**src/rtl/dcarb_pkg.sv**
```systemverilog
/*
  Shared types and constants for the DMA cycle arbiter.
  Assumes a single clock domain and no register bus.
*/
package dcarb_pkg;

  // Arbitration result codes.
  localparam logic [1:0] DCARB_SEL_CH0   = 2'h0;
  localparam logic [1:0] DCARB_SEL_CH1   = 2'h1;
  localparam logic [1:0] DCARB_SEL_INSTR = 2'h2;

  // Serial buffer and FIFO addresses in special function register space.
  localparam logic [15:0] DCARB_UART_BUF_ADDR = 16'h0099;
  localparam logic [15:0] DCARB_RX_FIFO_ADDR  = 16'h00f4;
  localparam logic [15:0] DCARB_TX_FIFO_ADDR  = 16'h0085;

  // Machine cycles per bus cycle.
  localparam logic [2:0] DCARB_INSTR_MC_MAX = 3'h4;
  localparam logic [2:0] DCARB_DMA_MC_MAX   = 3'h2;

  // Controller states, Gray coded along the usual path.
  typedef enum logic [1:0] {
    DCARB_ST_DECIDE = 2'b00,
    DCARB_ST_INSTR  = 2'b01,
    DCARB_ST_DMA    = 2'b11
  } dcarb_state_type;

  // Per-channel control settings.
  typedef struct packed {
    logic        enable;
    logic        demand_mode_bit;
    logic        transfer_mode_bit;
    logic        source_space_sel;
    logic        source_increment;
    logic        dest_space_sel;
    logic        dest_increment;
    logic [15:0] source_address;
    logic [15:0] dest_address;
  } dcarb_chan_cfg_type;

  // Demand flags seen by the arbiter.
  typedef struct packed {
    logic ext_int0_flag;
    logic ext_int1_flag;
    logic uart_receive_flag;
    logic uart_transmit_flag;
    logic rx_fifo_not_empty;
    logic tx_fifo_flag;
  } dcarb_flags_type;

endpackage : dcarb_pkg

```
**src/rtl/dcarb_arbiter.sv**
```systemverilog
/*
  DMA cycle arbiter: picks channel 0 DMA, channel 1 DMA or an instruction
  after every bus cycle.
  Assumes the sequencer pulses cycle_done at the end of each bus cycle and
  reports whether the finished instruction wrote a DMA register.
*/
// Summary of operation
// - One channel per DMA cycle, instructions suspended.
// - Choose next cycle after every completed cycle.
// - DMA register write forces another instruction.
// - Result 0, 1 or 2 by priority.
// - Burst channel always requests.
// - External demand uses interrupt flag 0/1.
// - Source UART buffer with receive flag requests.
// - Destination UART buffer with transmit flag requests.
// - Receive FIFO not empty requests, back to back.
// - Transmit FIFO needs flag and prior instruction.
// - Source match only in register space.
// - Destination match only in register space.
// - Lone alternate channel needs prior instruction.
// - Paired alternate channels take turns.
// - Instruction 1-4, DMA 1-2 machine cycles.
// - Hold modes qualify only requests with an external memory end.
// - Space select and increment pick memory space.
// - Demand and transfer mode bits pick mode.
// - Disabled channel never requests.
// - Requester DMA waits acknowledge, then completes.
`timescale 1ns/10ps
module dcarb_arbiter (
  input  wire logic                         mclk,
  input  wire logic                         reset_n,
  input  wire dcarb_pkg::dcarb_chan_cfg_type ch0_cfg,
  input  wire dcarb_pkg::dcarb_chan_cfg_type ch1_cfg,
  input  wire dcarb_pkg::dcarb_flags_type    flags,
  input  wire logic                         hold_arbiter_enable,
  input  wire logic                         hold_requester_enable,
  input  wire logic                         hold_ack_n_pin,
  input  wire logic                         hold_req_in_n_pin,
  input  wire logic                         cycle_done,
  input  wire logic                         instr_wrote_dma_reg,
  output logic [1:0]                        next_cycle_sel,
  output logic                              dma0_grant,
  output logic                              dma1_grant,
  output logic                              instr_grant,
  output logic                              decision_valid
);

  logic [1:0] ack_sync_reg;
  logic [1:0] hreq_sync_reg;
  logic       prev_instr_reg;
  logic       last_dma_ch1_reg;
  logic       force_instr_reg;
  logic       dma_locked_reg;
  logic [1:0] sel_next;
  logic [1:0] sel_reg;
  logic       decide_reg;
  logic [1:0] mode_req;
  logic [1:0] xram;
  dcarb_pkg::dcarb_chan_cfg_type cfg [2];

  assign cfg[0] = ch0_cfg;
  assign cfg[1] = ch1_cfg;

  // Hold pins are synchronised before use.
  always_ff @(posedge mclk or negedge reset_n) begin
    if (!reset_n) begin
      ack_sync_reg  <= 2'h3;
      hreq_sync_reg <= 2'h3;
    end else begin
      ack_sync_reg  <= {ack_sync_reg[0], hold_ack_n_pin};
      hreq_sync_reg <= {hreq_sync_reg[0], hold_req_in_n_pin};
    end
  end

  // Per-channel request logic.
  for (genvar n = 0; n < 2; n++) begin : g_chan
    logic src_sfr, dst_sfr, alt_n, alt_m, base, hh;
    always_comb begin
      src_sfr = cfg[n].source_space_sel && !cfg[n].source_increment;
      dst_sfr = cfg[n].dest_space_sel && !cfg[n].dest_increment;
      alt_n   = !cfg[n].demand_mode_bit && !cfg[n].transfer_mode_bit;
      alt_m   = !cfg[1-n].demand_mode_bit && !cfg[1-n].transfer_mode_bit;
      xram[n] = !cfg[n].source_space_sel || !cfg[n].dest_space_sel;
      base    = 1'b0;
      if (!cfg[n].demand_mode_bit && cfg[n].transfer_mode_bit) begin
        base = 1'b1;
      end else if (cfg[n].demand_mode_bit && cfg[n].transfer_mode_bit) begin
        base = (n == 0) ? flags.ext_int0_flag : flags.ext_int1_flag;
      end else if (cfg[n].demand_mode_bit) begin
        if (src_sfr && cfg[n].source_address == dcarb_pkg::DCARB_UART_BUF_ADDR && flags.uart_receive_flag) begin
          base = 1'b1;
        end else if (dst_sfr && cfg[n].dest_address == dcarb_pkg::DCARB_UART_BUF_ADDR
                     && flags.uart_transmit_flag) begin
          base = 1'b1;
        end else if (src_sfr && cfg[n].source_address == dcarb_pkg::DCARB_RX_FIFO_ADDR
                     && flags.rx_fifo_not_empty) begin
          base = 1'b1;
        end else if (dst_sfr && cfg[n].dest_address == dcarb_pkg::DCARB_TX_FIFO_ADDR
                     && flags.tx_fifo_flag && prev_instr_reg) begin
          base = 1'b1;
        end
      end else if (alt_n) begin
        if (!alt_m || !cfg[1-n].enable) begin
          base = prev_instr_reg;
        end else begin
          base = prev_instr_reg && (last_dma_ch1_reg == (n == 0));
        end
      end
      // Hold qualification applies only to external memory transfers.
      hh = 1'b1;
      if (hold_requester_enable && xram[n]) begin
        hh = !ack_sync_reg[1];
      end else if (hold_arbiter_enable && xram[n]) begin
        hh = hreq_sync_reg[1];
      end
      mode_req[n] = base && hh && cfg[n].enable;
    end
  end

  // Priority decision.
  always_comb begin
    if (force_instr_reg) begin
      sel_next = dcarb_pkg::DCARB_SEL_INSTR;
    end else if (mode_req[0]) begin
      sel_next = dcarb_pkg::DCARB_SEL_CH0;
    end else if (mode_req[1]) begin
      sel_next = dcarb_pkg::DCARB_SEL_CH1;
    end else begin
      sel_next = dcarb_pkg::DCARB_SEL_INSTR;
    end
  end

  // History of completed cycles; the sequencer times each cycle (1 to 4 machine cycles).
  always_ff @(posedge mclk or negedge reset_n) begin
    if (!reset_n) begin
      prev_instr_reg   <= 1'b1;
      last_dma_ch1_reg <= 1'b1;
      force_instr_reg  <= 1'b0;
    end else if (cycle_done) begin
      prev_instr_reg  <= (sel_reg == dcarb_pkg::DCARB_SEL_INSTR);
      force_instr_reg <= (sel_reg == dcarb_pkg::DCARB_SEL_INSTR) && instr_wrote_dma_reg;
      if (sel_reg != dcarb_pkg::DCARB_SEL_INSTR) begin
        last_dma_ch1_reg <= (sel_reg == dcarb_pkg::DCARB_SEL_CH1);
      end
    end
  end

  // Once a DMA has started it is not re-judged by the hold input.
  always_ff @(posedge mclk or negedge reset_n) begin
    if (!reset_n) begin
      dma_locked_reg <= 1'b0;
    end else if (cycle_done) begin
      dma_locked_reg <= 1'b0;
    end else if (decide_reg && sel_reg != dcarb_pkg::DCARB_SEL_INSTR) begin
      dma_locked_reg <= 1'b1;
    end
  end

  // Decision is taken on the cycle after each completed cycle.
  always_ff @(posedge mclk or negedge reset_n) begin
    if (!reset_n) begin
      decide_reg <= 1'b1;
    end else begin
      decide_reg <= cycle_done;
    end
  end

  always_ff @(posedge mclk or negedge reset_n) begin
    if (!reset_n) begin
      sel_reg        <= dcarb_pkg::DCARB_SEL_INSTR;
      next_cycle_sel <= dcarb_pkg::DCARB_SEL_INSTR;
      dma0_grant     <= 1'b0;
      dma1_grant     <= 1'b0;
      instr_grant    <= 1'b1;
      decision_valid <= 1'b0;
    end else begin
      decision_valid <= decide_reg;
      if (decide_reg && !dma_locked_reg) begin
        sel_reg        <= sel_next;
        next_cycle_sel <= sel_next;
        dma0_grant     <= (sel_next == dcarb_pkg::DCARB_SEL_CH0);
        dma1_grant     <= (sel_next == dcarb_pkg::DCARB_SEL_CH1);
        instr_grant    <= (sel_next == dcarb_pkg::DCARB_SEL_INSTR);
      end
    end
  end

endmodule : dcarb_arbiter

```
**config.mk**
```make
export PLATFORM = sky130hd
export DESIGN_NAME = dcarb_arbiter
export DESIGN_NICKNAME = d
export VERILOG_FILES = /design/src/rtl/dcarb_pkg.sv /design/src/rtl/dcarb_arbiter.sv
export SDC_FILE = /design/constraint.sdc
export NUM_CORES = 1
export LEC_CHECK = 0
export BUFFER_PORTS_ARGS = -buffer_cell sky130_fd_sc_hd__buf_2
export CORE_ASPECT_RATIO = 0.9
export CORE_MARGIN = 1.5
export CORE_UTILIZATION = 35
export DETAILED_ROUTE_END_ITERATION = 8
export GPL_ROUTABILITY_DRIVEN = 0
export MAX_ROUTING_LAYER = met4
export PLACE_DENSITY_LB_ADDON = 0.2
export SLEW_MARGIN = 20
export SYNTH_ARGS = -nofsm -noshare
export SYNTH_HDL_FRONTEND = slang
export SYNTH_SLANG_ARGS = --single-unit
```
**constraint.sdc**
```tcl
create_clock -name mclk -period 2.26 [get_ports mclk]
set_clock_uncertainty 0.1 [all_clocks]
set_input_delay 0.113 -clock mclk [delete_from_list [all_inputs] [get_ports mclk]]
set_output_delay 0.113 -clock mclk [all_outputs]
set_load 0.02 [all_outputs]
```
==> flow_summary.json <==
{
  "wl_mm": 2.87,
  "via_count": 1176,
  "fp.dieH_microns": 52.3,
  "synth_cells": 97,
  "max-cap-violations": 0,
  "initial_utilization": 0.376,
  "rsz0062_at_grt": "false",
  "synth_cell_types": 38,
  "cts.sinks": 15,
  "cts_buffers": 3,
  "netlist_area_sq_um": 945,
  "cts_max_level": 1,
  "grt_max_degree": 16,
  "violations": "design-rule violations",
  "hpwl_mm": 2.48,
  "cts-root-buf": "clkbuf_4",
  "antenna_found_initial": 0,
  "required_ns": 2.33,
  "ff2ff_path_depth": 5,
  "finalCriticalPeriod_ns": 1.90,
  "syn_avg_cell_area_sq_um": 9.74,
  "rows": 17,
  "numPortBuffers": 97,
  "fin_crit_sh": 0.840,
  "fmax_ghz": 0.527,
  "timing.rr.start": "last_dma_ch1_reg",
  "n_antenna_cell": 0,
  "min_path_type": "in -> async",
  "synth_top_area_cell": "dfstp_2",
  "dp.cells": 221,
  "yosys.area.top_type_share": 0.250,
  "grtUsageTotal": 0.203,
  "drv_slew": 0,
  "grt-ovfl-total": 0,
  "drt_iter0_drc": 69,
  "fin_tns_setup_ns": 0,
  "power_density_mw_per_mm2": 474,
  "cts_tree": "done",
  "firstDrtPassIters": 7,
  "finalSetupViolCount": 0,
  "yosysSeqAreaShare": 0.409,
  "ios": 98,
  "die_w_microns": 57.8,
  "start_kind": "flip-flop",
  "ys_top_cells_by_area": "dfstp_2 25%, dfrtp_1 16%, nand2_1 6.0%, nor4bb_1 4.2%, nor4_1 3.3%",
  "grt_pass1_vias": 1118,
  "synth_seq_cells": 15,
  "remaining_drc_errors": 18,
  "layout.nets": 295,
  "end_kind": "flip-flop",
  "slew-limit-headroom": 0.779,
  "clockBufferDepth": 2,
  "core-area_sq_mm": 0.00251,
  "tightest_slew_ns": 0.331,
  "final-hold-violation-count": 0,
  "cts.clk_slew.worst_paths_ns": 0.08,
  "drive_gt1_frac": 0.559,
  "fin_cells": 230,
  "path_max_fanout": 3,
  "cp-startpoint": "last_dma_ch1_reg",
  "vdd_ir_drop_max_uv": 328,
  "syn-num-nets": 189,
  "antenna_left": 0,
  "crit_type": "reg -> reg",
  "dieArea_sq_mm": 0.00302,
  "wl_per_cell_microns": 12.5,
  "routed_via_density": 5.11,
  "grt_pass1_wl_mm": 4.66,
  "clk-insertion-delay-late_ns": 0.28,
  "leakage_nw": 0.759,
  "ys_warn_count": 0,
  "outcome": "finished, violations left",
  "syn_to_final_growth_pct": 62.8,
  "arrival_ns": 1.97
}
==> metal layers <==
metal | global-route usage | share of wire | vias up
li1 | - | - | 600
met1 | 0.232 | 0.38 | 525
met2 | 0.373 | 0.51 | 49
met3 | 0.0321 | 0.098 | 2
met4 | 0.0465 | 0.0073 | 0
met5 | - | 0 | -
==> worst paths after layout <==
path / slack, ns / endpoint
setup reg to reg: 0.36 / dma0_grant
hold / removal: 0.15 / dma0_grant
setup / recovery: 0.36 / dma0_grant
min in group mclk: 0.19 / next_cycle_sel[0]
hold reg to reg: 0.26 / ack_sync_reg[1]
max in group asynchronous: 1.62 / hreq_sync_reg[0]
==> layout by cell type (no fill, tap or decap), drive strengths merged <==
master / instances
a211o: 1
a211oi: 1
a21oi: 1
a311oi: 1
a31oi: 4
a32oi: 1
and2: 1
and4b: 2
buf: 97
clkbuf: 4
dfrtp: 6
dfstp: 9
dlygate4sd3: 5
inv: 4
mux2: 1
mux2i: 1
nand2: 15
nand2b: 3
nand3b: 1
nand4: 4
nand4b: 3
nand4bb: 2
nor2: 2
nor2b: 2
nor3: 4
nor3b: 1
nor4: 6
nor4b: 2
nor4bb: 4
o2111ai: 1
o211a: 1
o211ai: 2
o21ai: 2
o221ai: 1
o22ai: 1
o31ai: 4
or4: 1
or4b: 1
==> Yosys cell counts (all sizes together) <==
| library cell | instances |
|---|---|
| nand2 | 15 |
| dfstp | 9 |
| dfrtp | 6 |
| nor4 | 6 |
| a31oi | 4 |
| inv | 4 |
| nand4 | 4 |
| nor3 | 4 |
| nor4bb | 4 |
| o31ai | 4 |
| nand2b | 3 |
| nand4b | 3 |
| and4b | 2 |
| nand4bb | 2 |
| nor2 | 2 |
| nor2b | 2 |
| nor4b | 2 |
| o211ai | 2 |
| o21ai | 2 |
| a211o | 1 |
| a211oi | 1 |
| a21oi | 1 |
| a311oi | 1 |
| a32oi | 1 |
| and2 | 1 |
| buf | 1 |
| mux2 | 1 |
| mux2i | 1 |
| nand3b | 1 |
| nor3b | 1 |
| o2111ai | 1 |
| o211a | 1 |
| o221ai | 1 |
| o22ai | 1 |
| or4 | 1 |
| or4b | 1 |
==> stage by stage <==
step | util | area (sq um) | worst slack (ns) | total power, W | hold WS [ns]
floorplan | - | 945 | 0.456 | 0.000453 | -0.283
global placement | 0.582 | 1460 | 0.426 | 0.000572 | -0.0804
detailed placement | 0.582 | 1460 | 0.381 | 0.000581 | -0.0735
CTS | 0.613 | 1540 | 0.358 | 0.000739 | 0.144
global route | 0.613 | 1540 | 0.295 | 0.000783 | 0.157
finish | 0.613 | 1540 | 0.362 | 0.000729 | 0.153
==> cell families (layout without fill, tap and decap cells) <==
kind of cell	Yosys count	in the layout	synth area share
simple gates	54	54	0.380
compound gates	21	21	0.168
flops	15	15	0.409
buf+inv	5	110	0.0199
mux	2	2	0.0225
==> critical path: stages, from the launching register on <==
cell      delay (ns)
dfstp_2         0.39
or4b_4          0.49
a211o_1         0.32
nand4_2         0.12
a311oi_2        0.07
mux2_1          0.31
==> cell type report <==
| class | instances | area, sq um |
|---|---|---|
| clock buffers | 4 | 26.3 |
| fillers | 225 | 972 |
| inverters | 4 | 15.0 |
| multi-input cells | 77 | 539 |
| flip-flops and latches | 15 | 387 |
| well taps | 28 | 35.0 |
| repair buffers | 102 | 536 |
==> timing repair <==
action / 4_1_cts / 5_1_grt
gates resized for setup: 0 / 0
endpoints found under the hold margin: 21 / 0
buffers inserted: 0 / 0
setup endpoints to repair: 0 / 0
hold buffers: 5 / 0
==> where the power goes <==
part	total, W	internal [W]	switching, W
logic	0.000231	0.000120	0.000112
registers	0.000350	0.000321	0.0000289
clock network	0.000148	0.0000685	0.0000793
total	0.000729	0.000509	0.000220
No activity file was read; power rests on OpenSTA's default activity.
